==> src/pkg/radio_misc_pkg.sv <==
// Constants shared by the misc configuration register slice
package radio_misc_pkg;

	// ----------------------------------------------------------------
	// Register port geometry
	// ----------------------------------------------------------------
	localparam int ADDR_W = 6;
	localparam int DATA_W = 8;

	// ----------------------------------------------------------------
	// Register offsets
	// ----------------------------------------------------------------
	localparam logic [5:0] ADDR_CARRIER_SENSE_OVERRIDE = 6'h2F;
	localparam logic [5:0] ADDR_MANUAL_CLOCK_OVERRIDE  = 6'h32;
	localparam logic [5:0] ADDR_MANUAL_CLOCK_GATE      = 6'h33;
	localparam logic [5:0] ADDR_SYNTH_LOCK_DELAY       = 6'h38;
	localparam logic [5:0] ADDR_SERIAL_BYTE0           = 6'h3C;
	localparam logic [5:0] ADDR_SERIAL_BYTE1           = 6'h3D;
	localparam logic [5:0] ADDR_SERIAL_BYTE2           = 6'h3E;
	localparam logic [5:0] ADDR_SERIAL_BYTE3           = 6'h3F;

	// ----------------------------------------------------------------
	// Field positions
	// ----------------------------------------------------------------
	localparam int CS_OVERRIDE_BIT = 7;

	// ----------------------------------------------------------------
	// Reset values
	// ----------------------------------------------------------------
	localparam logic [7:0] RST_CARRIER_SENSE_OVERRIDE = 8'h00;
	localparam logic [7:0] RST_MANUAL_CLOCK_OVERRIDE  = 8'h00;
	localparam logic [7:0] RST_MANUAL_CLOCK_GATE      = 8'h00;
	localparam logic [7:0] RST_SYNTH_LOCK_DELAY       = 8'h64;
	localparam logic [7:0] READ_ZERO                  = 8'h00;

	// Arbitrary neutral value; a real part fuses its own code here
	localparam logic [31:0] FACTORY_SERIAL_DEFAULT    = 32'h0000_0000;

	// ----------------------------------------------------------------
	// Timing
	// ----------------------------------------------------------------
	localparam int CLK_PERIOD_PS    = 4000;
	localparam int LOCK_STEP_PS     = 2000000;
	localparam int LOCK_STEP_CYCLES = LOCK_STEP_PS / CLK_PERIOD_PS;
	localparam int STEP_CNT_W       = 9;

	// ----------------------------------------------------------------
	// Lock wait sequencer states, Gray along idle-wait-done
	// ----------------------------------------------------------------
	typedef enum logic [1:0] {
		LOCK_IDLE = 2'b00,
		LOCK_WAIT = 2'b01,
		LOCK_DONE = 2'b11
	} lock_state_e;

endpackage

==> src/pkg/lock_timer_if.sv <==
// Connection between the register slice and the lock wait timer
`timescale 1ns/1ps
interface lock_timer_if;
	import radio_misc_pkg::*;

	logic       start;
	logic [7:0] steps;
	logic       expired;

	modport owner (output start, output steps, input expired);
	modport timer (input start, input steps, output expired);
endinterface

==> src/lock_wait_timer.sv <==
// Synthesizer lock wait timer counting in 2 us steps
`timescale 1ns/1ps
module lock_wait_timer
	import radio_misc_pkg::*;
(
	input  wire logic    ref_clk,
	input  wire logic    nrst,
	lock_timer_if.timer  lt
);

	lock_state_e                  state;
	logic [STEP_CNT_W-1:0]        tick_cnt;
	logic [7:0]                   steps_left;

	localparam logic [STEP_CNT_W-1:0] TICK_LAST =
		STEP_CNT_W'(LOCK_STEP_CYCLES - 1);

	// ----------------------------------------------------------------
	// Sequencer
	// ----------------------------------------------------------------
	// A new start always restarts the wait, even mid-count
	always_ff @(posedge ref_clk) begin
		if (!nrst) begin
			state      <= LOCK_IDLE;
			tick_cnt   <= '0;
			steps_left <= 8'h00;
		end else if (lt.start) begin
			tick_cnt   <= '0;
			steps_left <= lt.steps;
			state      <= (lt.steps == 8'h00) ? LOCK_DONE : LOCK_WAIT;
		end else begin
			case (state)
				LOCK_WAIT: begin
					if (tick_cnt == TICK_LAST) begin
						tick_cnt   <= '0;
						steps_left <= steps_left - 8'h01;
						if (steps_left == 8'h01)
							state <= LOCK_DONE;
					end else begin
						tick_cnt <= tick_cnt + 1'b1;
					end
				end
				LOCK_IDLE: state <= LOCK_IDLE;
				LOCK_DONE: state <= LOCK_DONE;
				default:   state <= LOCK_IDLE;
			endcase
		end
	end

	assign lt.expired = (state == LOCK_DONE);

endmodule

==> src/radio_misc_config_regs.sv <==
// Misc configuration registers: carrier override, clocks, lock, serial
//
// Functional notes
// - Override bit 7 set forces carrier sense on, ignoring detection.
// - Carrier-sense override writes land only while analog unlock bit is one.
// - Automatic synth without lock signal waits count times 2 us; reset 0x64.
// - Serial code bytes return contents only while read-enable bit is set.
// - Serial code is read-only; writes to its four addresses change nothing.
// - Serial code byte order: lowest address bits 7:0, highest 31:24.
`timescale 1ns/1ps
module radio_misc_config_regs
	import radio_misc_pkg::*;
#(
	parameter logic [31:0] FACTORY_SERIAL = FACTORY_SERIAL_DEFAULT
)
(
	input  wire logic              ref_clk,
	input  wire logic              nrst,
	// Byte register port behind the serial host interface
	input  wire logic              reg_wr,
	input  wire logic              reg_rd,
	input  wire logic [ADDR_W-1:0] reg_addr,
	input  wire logic [DATA_W-1:0] reg_wdata,
	output logic      [DATA_W-1:0] reg_rdata,
	output logic                   reg_rvalid,
	// Gating bits held in the analog control register
	input  wire logic              csense_write_unlock,
	input  wire logic              serial_read_enable,
	// Synthesizer control from the control register and analog side
	input  wire logic              synth_manual,
	input  wire logic              use_pll_lock,
	input  wire logic              synth_start,
	input  wire logic              pll_lock,
	output logic                   synth_ready,
	// Carrier sense path
	input  wire logic              carrier_detected,
	output logic                   carrier_sense,
	// Clock override values to the clock tree
	output logic      [7:0]        clock_override_value,
	output logic      [7:0]        clock_gate_value,
	// Power hint to the serial code fuse block
	output logic                   serial_fuse_power
);

	// ----------------------------------------------------------------
	// Storage
	// ----------------------------------------------------------------
	// Only the override bit has a flop; reserved bits read zero
	logic       carrier_override;
	logic [7:0] manual_clock_override;
	logic [7:0] manual_clock_gate;
	logic [7:0] synth_lock_delay;
	logic [7:0] next_rdata;
	logic       auto_timed;

	// Start and step count out to the lock timer, expiry back
	lock_timer_if lt_bus ();

	// ----------------------------------------------------------------
	// Write decode
	// ----------------------------------------------------------------
	// Only bit 7 is kept; the reserved bits are not stored so a
	// careless write of ones cannot leak back on read
	always_ff @(posedge ref_clk) begin
		if (!nrst) begin
			carrier_override <= RST_CARRIER_SENSE_OVERRIDE[CS_OVERRIDE_BIT];
		end else if (reg_wr && reg_addr == ADDR_CARRIER_SENSE_OVERRIDE
			&& csense_write_unlock) begin
			carrier_override <= reg_wdata[CS_OVERRIDE_BIT];
		end
	end

	// Clock registers reset to zero; software must reload them
	always_ff @(posedge ref_clk) begin
		if (!nrst) begin
			manual_clock_override <= RST_MANUAL_CLOCK_OVERRIDE;
		end else if (reg_wr && reg_addr == ADDR_MANUAL_CLOCK_OVERRIDE) begin
			manual_clock_override <= reg_wdata;
		end
	end

	// Gate register, same reload duty after every reset
	always_ff @(posedge ref_clk) begin
		if (!nrst) begin
			manual_clock_gate <= RST_MANUAL_CLOCK_GATE;
		end else if (reg_wr && reg_addr == ADDR_MANUAL_CLOCK_GATE) begin
			manual_clock_gate <= reg_wdata;
		end
	end

	// Lock delay count, reloaded to its default by reset
	always_ff @(posedge ref_clk) begin
		if (!nrst) begin
			synth_lock_delay <= RST_SYNTH_LOCK_DELAY;
		end else if (reg_wr && reg_addr == ADDR_SYNTH_LOCK_DELAY) begin
			synth_lock_delay <= reg_wdata;
		end
	end

	// Serial code addresses have no write path at all

	// ----------------------------------------------------------------
	// Read mux
	// ----------------------------------------------------------------
	always_comb begin
		next_rdata = READ_ZERO;
		case (reg_addr)
			ADDR_CARRIER_SENSE_OVERRIDE:
				next_rdata = {carrier_override, 7'h00};
			ADDR_MANUAL_CLOCK_OVERRIDE:
				next_rdata = manual_clock_override;
			ADDR_MANUAL_CLOCK_GATE:
				next_rdata = manual_clock_gate;
			ADDR_SYNTH_LOCK_DELAY:
				next_rdata = synth_lock_delay;
			ADDR_SERIAL_BYTE0:
				next_rdata = FACTORY_SERIAL[7:0];
			ADDR_SERIAL_BYTE1:
				next_rdata = FACTORY_SERIAL[15:8];
			ADDR_SERIAL_BYTE2:
				next_rdata = FACTORY_SERIAL[23:16];
			ADDR_SERIAL_BYTE3:
				next_rdata = FACTORY_SERIAL[31:24];
			default:
				next_rdata = READ_ZERO;
		endcase
		// Fuses are unpowered without the enable, so they read blank
		if (reg_addr[5:2] == ADDR_SERIAL_BYTE0[5:2] && !serial_read_enable)
			next_rdata = READ_ZERO;
	end

	// Read data registered one cycle after the strobe; it holds
	// between reads so a slow host can sample it late
	always_ff @(posedge ref_clk) begin
		if (!nrst) begin
			reg_rdata  <= READ_ZERO;
			reg_rvalid <= 1'b0;
		end else begin
			reg_rvalid <= reg_rd;
			if (reg_rd)
				reg_rdata <= next_rdata;
		end
	end

	// ----------------------------------------------------------------
	// Carrier sense and clock outputs
	// ----------------------------------------------------------------
	// Override only forces the indication on; detection still
	// reaches the output while the override is clear
	always_ff @(posedge ref_clk) begin
		if (!nrst) begin
			carrier_sense <= 1'b0;
		end else begin
			carrier_sense <= carrier_override | carrier_detected;
		end
	end

	// Clock tree copy of the override register, one cycle behind
	always_ff @(posedge ref_clk) begin
		if (!nrst) begin
			clock_override_value <= RST_MANUAL_CLOCK_OVERRIDE;
		end else begin
			clock_override_value <= manual_clock_override;
		end
	end

	// Clock tree copy of the gate register, one cycle behind
	always_ff @(posedge ref_clk) begin
		if (!nrst) begin
			clock_gate_value <= RST_MANUAL_CLOCK_GATE;
		end else begin
			clock_gate_value <= manual_clock_gate;
		end
	end

	// Fuse power follows the read enable; a host that leaves the
	// enable set wastes power, and nothing here can stop it
	always_ff @(posedge ref_clk) begin
		if (!nrst) begin
			serial_fuse_power <= 1'b0;
		end else begin
			serial_fuse_power <= serial_read_enable;
		end
	end

	// ----------------------------------------------------------------
	// Synthesizer lock wait
	// ----------------------------------------------------------------
	// Timer only matters in automatic mode without the lock signal;
	// in every other mode the analog lock indication is passed on
	assign auto_timed    = !synth_manual && !use_pll_lock;
	assign lt_bus.start  = synth_start && auto_timed;
	assign lt_bus.steps  = synth_lock_delay;

	// Count is latched at start, so a write to the lock delay
	// during a wait only affects the next one
	lock_wait_timer u_lock_wait_timer (
		.ref_clk (ref_clk),
		.nrst    (nrst),
		.lt      (lt_bus.timer)
	);

	// Ready is held low in the start cycle so a done left over from
	// the previous wait cannot slip through
	always_ff @(posedge ref_clk) begin
		if (!nrst) begin
			synth_ready <= 1'b0;
		end else if (auto_timed) begin
			synth_ready <= lt_bus.expired && !synth_start;
		end else begin
			synth_ready <= pll_lock;
		end
	end

endmodule

==> config.mk <==
export PLATFORM = sky130hd
export DESIGN_NAME = radio_misc_config_regs
export DESIGN_NICKNAME = d
export VERILOG_FILES = /design/src/pkg/radio_misc_pkg.sv /design/src/pkg/lock_timer_if.sv /design/src/lock_wait_timer.sv /design/src/radio_misc_config_regs.sv
export SDC_FILE = /design/constraint.sdc
export NUM_CORES = 1
export LEC_CHECK = 0
export BUFFER_PORTS_ARGS = -buffer_cell sky130_fd_sc_hd__buf_2
export CORE_ASPECT_RATIO = 0.75
export CORE_MARGIN = 2
export CORE_UTILIZATION = 57
export DETAILED_ROUTE_END_ITERATION = 8
export PLACE_DENSITY_LB_ADDON = 0.3
export SLEW_MARGIN = 20
export SYNTH_ARGS = -nofsm -noshare
export SYNTH_HDL_FRONTEND = slang
export SYNTH_SLANG_ARGS = --single-unit
==> constraint.sdc <==
create_clock -name ref_clk -period 5.6 [get_ports ref_clk]
set_clock_uncertainty 0.05 [all_clocks]
set_input_delay 0.56 -clock ref_clk [delete_from_list [all_inputs] [get_ports ref_clk]]
set_output_delay 0.56 -clock ref_clk [all_outputs]
set_load 0.02 [all_outputs]
### Word-level counts from Yosys, hierarchy flattened

Index checks and enable logic that the tools add are counted.
W data, S select, Z words.

* mux-type cells: 12
* add/subtract/negate cells: 2
* reduce and logical (&&, ||, !) cells: 19
* equal/unequal tests: 11
* bitwise gates (word level): 2

Operators with widths (count)
* $mux W8: 4
* $pmux W8 S4: 1
* $eq A6 B6 Y1 const B: 4
* $add A9 B1 Y9 const B: 1
* $eq A9 B9 Y1 const B: 1
* $logic_and A1 B1 Y1: 9
* $mux W9: 1
* $eq A8 B1 Y1 const B: 1
* $logic_not A8 Y1: 1
* $mux W2: 4
* $sub A8 B1 Y8 const B: 1
* $ne A3 B2 Y1 const B: 2
* $eq A4 B4 Y1 const B: 1
* $logic_not A1 Y1: 4
* $pmux W2 S2: 1
* $reduce_and A2 Y1: 2
* $reduce_bool A2 Y1: 2
* $eq A2 B1 Y1 const B: 1
* $eq A2 B2 Y1 const B: 1
* $reduce_or A2 Y1: 1
* $mux W1: 1
* $not A1 Y1: 1
* $or A1 B1 Y1: 1

* bits in registers: 72
* output and inout bits: 28
* input bits: 25
* logic and storage cells: 60

### Logic depth before layout (Yosys ltp)

Gate-level depths: netlist of the first run.

* depth after elaboration: 5
* gate-level depth with buffers: 6
* depth with buffers taken out: 6

### Modules after synthesis

From an unflattened synthesis of the first run, not the netlist that was laid out.

* cells, all modules: 325
* area total of the unflattened synthesis: 3024.2 µm²

Modules (own cells, without submodules)
* radio_misc_config_regs: seq. area each 1061.0 µm², cells each 215, instances 1, area an instance 2033.2 µm²
* lock_wait_timer: seq. area each 380.4 µm², cells each 110, instances 1, area an instance 991.0 µm²

### Worst setup path before layout of the first run

Ideal clock, no wire load.

* path kind: input to register
* start: in reg_addr[3]
* end: reg reg_rdata[6]
* required time: 5.392 ns
* arrival time: 1.875 ns
* path slack: 3.518 ns
* cell stages on the path: 5
* path buffers: 1
* cells stage by stage: nand4bb_1 buf_4 nor2_1 o41ai_1 a211oi_1

* word-level cells in the longest chain between the ends: 3
* elaborated cells between the ends (all ways): 8
* those cells by class: eq/ne (5); mux (2); reduce/logical (1)

RTL lines
* start, declared: line radio_misc_config_regs.sv:22 `input wire logic [ADDR_W-1:0] reg_addr,`
* $eq A6 B6 Y1 or $eq A4 B4 Y1 (tied branches): line radio_misc_config_regs.sv:107, radio_misc_config_regs.sv:128
* $pmux W8 S4 or $logic_and A1 B1 Y1 (tied branches): line radio_misc_config_regs.sv:107, radio_misc_config_regs.sv:128
* $mux W8 (*): line radio_misc_config_regs.sv:128 `if (reg_addr[5:2] == ADDR_SERIAL_BYTE0[5:2] && !serial_read_enable)`
* end signal, assigned: line radio_misc_config_regs.sv:141 `reg_rdata <= next_rdata;`
* end, declared: line radio_misc_config_regs.sv:24 `output logic [DATA_W-1:0] reg_rdata,`

Mark *: on every way between the ends. The rest lies on a longest branch, timed or not.
A chain may end at the register's enable or synchronous reset.

### Worst setup path in the final report of the first run

Same ends and word-level chain as after synthesis.

==> results.json, run 1 <==
{
  "layout.nets": 417,
  "ys_ff_latch": 72,
  "status": "complete, no violations",
  "grtUsageTotal": 0.265,
  "critPathMaxFanout": 16,
  "numCtsBuffers": 9,
  "synth_cell_types": 46,
  "cts_max_path_buffers": 2,
  "antenna_found_initial": 0,
  "ys_async_sr_fraction": 0,
  "cts_setup_buffers": 0,
  "cts_resized": 0,
  "drt_iter0_drc": 221,
  "core_mm2": 0.00495,
  "wl_mm": 7.09,
  "drive_gt1_frac": 0.193,
  "min_period_ns": 2.49,
  "ioPinCount": 53,
  "rsz0062_at_grt": "false",
  "synth-edff-count": 0,
  "dr.pass1.iters": 5,
  "ant_nets": 0,
  "dp_hpwl_mm": 5.09,
  "routed_via_density": 5.96,
  "clk-insertion-delay-late_ns": 0.35,
  "endpoint_kind": "flip-flop",
  "tritoncts": "built",
  "fin_cells": 454,
  "synth.yosys.seq_area_share": 0.486,
  "place_inst": 438,
  "yosysMostFrequentCell": "dfxtp_1",
  "synthTopCellsByCount": "dfxtp_1 (72), nand2_1 (33), nand3_1 (32)",
  "drv_cap": 0,
  "postCtsHoldBufs": 0,
  "syn-num-nets": 372,
  "ir_drop_mv": 0.212,
  "p_leak_nw": 1.29,
  "wire_per_inst_um": 15.6,
  "worstHoldPathType": "in2reg",
  "htree_levels": 3,
  "core.rowCount": 22,
  "setup_viol": 0,
  "utilization": 0.698,
  "yosysWarningCount": 0,
  "start_util": 0.599,
  "critPathLaunchType": "input pin",
  "synthToLayoutAreaGrowth_pct": 16.5,
  "total_power_mw": 1.04,
  "tns_ns": 0,
  "crit_chain": "buf_2 > nand4bb_1 > nor2_1 > o41ai_2 > a211oi_1",
  "worst_slack_ns": 3.11,
  "syn_inst": 344,
  "grt_max_degree": 43,
  "cts_root_buf": "clkbuf_8",
  "synth_top_area_share": 0.486,
  "timing.fmax_mhz": 402,
  "path_class": "in2reg",
  "die_area_mm2": 0.00581,
  "finalHoldViolations": 0,
  "critical_path.top_delay_family": "simple AND/OR/NAND/NOR gates",
  "ys_dominant_reg_cell": "dfxtp_1",
  "seq_area_mm2": 0.00144,
  "worstPathRequired_ns": 5.81,
  "die_w_um": 87.3,
  "grt_pass1_vias": 2420,
  "fillers": 417,
  "maxSlewHeadroom": 0.329,
  "place_ws_ns": 2.74,
  "io_buffers": 52,
  "die_height_um": 66.5,
  "multi_input_area_mm2": 0.00139,
  "clock-sinks": 72,
  "slowest_delay_ns": 0.92,
  "grt_pass1_wl_mm": 11.7,
  "gp_congestion": 0.901,
  "powerDensity_mw_per_mm2": 300,
  "netlist_area_mm2": 0.00297,
  "syn_avg_cell_area_um2": 8.63,
  "crit_arrival_ns": 2.69,
  "path_clk_slew_ns": 0.07,
  "crit_buf_inv": 1,
  "netlist_top_cells_area": "dfxtp_1 (49%), nand3_1 (5.4%), a21oi_1 (4.2%)",
  "diodes": 0,
  "slew_violations": 0,
  "synth_top_area_cell": "dfxtp_1",
  "crit_path_top_delay_cell": "nor2_1",
  "drc": 0,
  "vias": 2707,
  "fin_crit_sh": 0.444,
  "grt.overflow.total": 0,
  "worst_pin_slew_ns": 1.00
}
-- sequential cells by signal, summed over array words and instances (netlist names), 2 cells and up --
| register | flops |
|---|---|
| u_lock_wait_timer.tick_cnt | 9 |
| clock_gate_value | 8 |
| clock_override_value | 8 |
| lt_bus.steps | 8 |
| manual_clock_gate | 8 |
| manual_clock_override | 8 |
| reg_rdata | 8 |
| u_lock_wait_timer.steps_left | 8 |
| u_lock_wait_timer.state | 2 |
-- per-layer routing --
| layer | global-route usage | routed length, µm | vias to the layer above |
|---|---|---|---|
| met4 | 0.0750 | 97 | 0 |
| met2 | 0.375 | 2870 | 139 |
| met1 | 0.371 | 3300 | 1240 |
| met3 | 0.107 | 822 | 14 |
| li1 | - | - | 1314 |
| met5 | 0 | 0 | - |
-- kinds of logic after synthesis --
family                   synth area share
AO/OA/AOI/OAI                       0.151
XOR/XNOR                           0.0295
adder cells (fa/ha/maj)            0.0126
buffers and inverters              0.0485
flip-flops                          0.486
multiplexers                      0.00675
AND/OR/NAND/NOR                     0.266
-- placed cells by master, fill, tap and decap left out, drive strengths merged, types with 3 or more instances in the layout --
| cell type | Yosys | routed |
|---|---|---|
| o31ai | 9 | 9 |
| o21ai | 10 | 10 |
| a21oi | 25 | 25 |
| a211oi | 7 | 7 |
| inv | 16 | 19 |
| nand2b | 8 | 8 |
| nor2 | 27 | 27 |
| a221oi | 7 | 7 |
| buf | 4 | 52 |
| dfxtp | 72 | 72 |
| nor4 | 4 | 4 |
| a31oi | 5 | 5 |
| or4 | 3 | 3 |
| clkbuf | 14 | 10 |
| nor3 | 10 | 10 |
| nand3 | 32 | 32 |
| nand3b | 4 | 4 |
| nand2 | 33 | 33 |
| and2 | 11 | 11 |
| nand4 | 6 | 6 |
| xnor2 | 8 | 8 |
| ha | 3 | 3 |
-- stage by stage --
step	hold slack, ns	cell area (µm²)
after floorplan	0.380	2970
after global placement	0.392	3220
after detailed placement	0.396	3220
after CTS	0.371	3450
after global routing	0.384	3460
final	0.373	3460
-- final cells by class --
class	count	area share
clock inverter	6	0.0260
inverter	17	0.0185
clock buffer	10	0.0398
sequential	72	0.417
multi-input combinational	237	0.402
tap	60	0.0217
timing repair buffer	52	0.0753
-- path summary, 6_finish.rpt --
check                                startpoint                               to  slack [ns]  cells past startpoint
setup / recovery                    reg_addr[3]                     reg_rdata[6]        3.11                      5
hold / removal                 carrier_detected                    carrier_sense        0.37                      3
setup reg to reg  u_lock_wait_timer.tick_cnt[0]  u_lock_wait_timer.steps_left[3]        3.42                      5
hold reg to reg            manual_clock_gate[2]             manual_clock_gate[2]        0.41                      2
-- power by group --
part | switching, mW | total, mW | leakage [nW] | internal [mW]
clock network | 0.194 | 0.460 | 0.113 | 0.265
registers | 0.00481 | 0.522 | 0.582 | 0.518
logic | 0.0373 | 0.0567 | 0.597 | 0.0194
-- tightest hold or removal path, stage by stage --
cell	delay, ns
buf_2	0.08
nor2_1	0.03
nor2_1	0.07
Note: power is estimated with default switching activity, not from simulation.
==> run 2, diff against run 1 <==
--- a/config.mk
+++ b/config.mk
@@ -8,7 +8,7 @@
 export BUFFER_PORTS_ARGS = -buffer_cell sky130_fd_sc_hd__buf_2
 export CORE_ASPECT_RATIO = 0.75
 export CORE_MARGIN = 2
-export CORE_UTILIZATION = 57
+export CORE_UTILIZATION = 55
 export DETAILED_ROUTE_END_ITERATION = 8
 export PLACE_DENSITY_LB_ADDON = 0.3
 export SLEW_MARGIN = 20
==> constraint.sdc (replaced) <==
create_clock -name ref_clk -period 2.45 [get_ports ref_clk]
set_clock_uncertainty 0.05 [all_clocks]
set_input_delay 0.245 -clock ref_clk [delete_from_list [all_inputs] [get_ports ref_clk]]
set_output_delay 0.245 -clock ref_clk [all_outputs]
set_load 0.02 [all_outputs]
==> run 2 against run 1 <==
Count of clock-buffer cells in the layout up 1. Worst hold slack got worse by 0.33 ns. Clock power up 97%. Critical endpoint is now u_lock_wait_timer.steps_left[3].
==> results.json, run 2 (synthesis gave the netlist of run 1 again) <==
{
  "status": "complete, no violations",
  "powerDensity_mw_per_mm2": 642,
  "reg2reg_from": "u_lock_wait_timer.tick_cnt[0]",
  "routed_via_density": 5.63,
  "grtUsageTotal": 0.251,
  "utilization": 0.661,
  "die_w_um": 88.8,
  "crit_start": "u_lock_wait_timer.tick_cnt[0]",
  "slew_violations": 0,
  "gp_congestion": 0.842,
  "drv_cap": 0,
  "regMostFlops": "u_lock_wait_timer.tick_cnt",
  "p_leak_nw": 1.30,
  "slowest_delay_ns": 0.57,
  "rsz0062_at_grt": "false",
  "worstPathRequired_ns": 2.68,
  "holdWs_ns": 0.0472,
  "setup_viol": 0,
  "worst_slack_ns": 0.310,
  "hold_start": "carrier_detected",
  "finalHoldViolations": 0,
  "worstHoldPathType": "in2reg",
  "crit_arrival_ns": 2.37,
  "maxSlewHeadroom": 0.630,
  "placed_cell_area_mm2": 0.00329,
  "drive_gt1_frac": 0.197,
  "cts_resized": 0,
  "io_buffers": 52,
  "timing.fmax_mhz": 467,
  "synthToLayoutAreaGrowth_pct": 17.4,
  "htree_levels": 3,
  "clk-insertion-delay-late_ns": 0.35,
  "drc": 0,
  "dr.pass1.iters": 5,
  "tritoncts": "built",
  "die_area_mm2": 0.00601,
  "diodes": 0,
  "ioPinCount": 53,
  "grt_max_degree": 42,
  "wl_mm": 7.00,
  "fin_cells": 476,
  "ant_nets": 0,
  "numCtsBuffers": 9,
  "final_cell_mix": "dfxtp_1 (72), buf_2 (52), nand2_1 (33)",
  "grt.overflow.total": 0,
  "grt_pass1_wl_mm": 11.5,
  "crit_path_top_delay_cell": "or3_1",
  "place_ws_ns": 0.319,
  "mostFrequentLayoutCell": "dfxtp_1",
  "die_height_um": 67.6,
  "antenna_found_initial": 0,
  "tns_ns": 0,
  "clock-sinks": 72,
  "wire_per_inst_um": 14.7,
  "total_power_mw": 2.24,
  "endpoint_kind": "flip-flop",
  "worst_pin_slew_ns": 0.550,
  "layout.nets": 424,
  "min_period_ns": 2.14,
  "cts_setup_buffers": 0,
  "path_class": "reg2reg",
  "core.rowCount": 23,
  "reg2reg_depth": 5,
  "postCtsHoldBufs": 0,
  "cts_max_path_buffers": 2,
  "cts_root_buf": "clkbuf_8",
  "hold_path_depth": 3,
  "drt_iter0_drc": 228,
  "critPathLaunchType": "flip-flop",
  "start_util": 0.564,
  "crit_chain": "ha_1 > nand3b_2 > or3_1 > or4_1 > a31oi_1",
  "design_area_mm2": 0.00348,
  "ir_drop_mv": 0.488,
  "dp_hpwl_mm": 4.91,
  "grt_pass1_vias": 2422,
  "core_mm2": 0.00527,
  "largest_register_ffs": 9,
  "vias": 2680,
  "fin_crit_sh": 0.873,
  "place_inst": 460,
  "path_clk_slew_ns": 0.07,
  "critPathMaxFanout": 10
}
run 2: cell types whose count changed in the layout (fill, tap and decap cells not counted), sizes merged:
| cell | change |
|---|---|
| clkinvlp | -1 |
| buf | +7 |
| clkbuf | +1 |
| inv | -3 |
| bufinv | -1 |
| clkinv | +4 |
run 2: cell type report:
type,count,area (µm²)
fillers,460,1780
flip-flops and latches,72,1440
multi-input cells,237,1380
repair buffers,59,313
clock buffers,11,131
well taps,75,93.8
inverters,17,63.8
clock inverters,5,57.6
run 2: path summary, 6_finish.rpt:
| kind | to | slack, ns |
|---|---|---|
| worst max-delay path | u_lock_wait_timer.steps_left[3] | 0.31 |
| worst min-delay path | carrier_sense | 0.05 |
| worst max register to register | u_lock_wait_timer.steps_left[3] | 0.31 |
| worst min register to register | manual_clock_gate[3] | 0.41 |
run 2: routing by layer:
layer,GRT usage,part of all wire,vias to the layer above,wire (µm)
li1,-,-,1332,-
met2,0.367,0.44,94,3050
met5,0,0,-,0
met3,0.0587,0.063,9,438
met1,0.362,0.49,1245,3420
met4,0.0871,0.013,0,89
run 2: worst max-delay path, delay by kind of cell (launching register included):
family / cells / cell delay, ns
flip-flops: 1 / 0.39
AO/OA/AOI/OAI: 1 / 0.16
AND/OR/NAND/NOR: 3 / 1.26
adder cells (fa/ha/maj): 1 / 0.21
run 2: where the power goes:
part | total, mW | switching [mW] | leakage, nW | internal [mW]
registers | 1.19 | 0.0104 | 0.582 | 1.18
logic | 0.136 | 0.0882 | 0.623 | 0.0480
clock network | 0.908 | 0.437 | 0.0973 | 0.471
total | 2.24 | 0.536 | 1.30 | 1.70
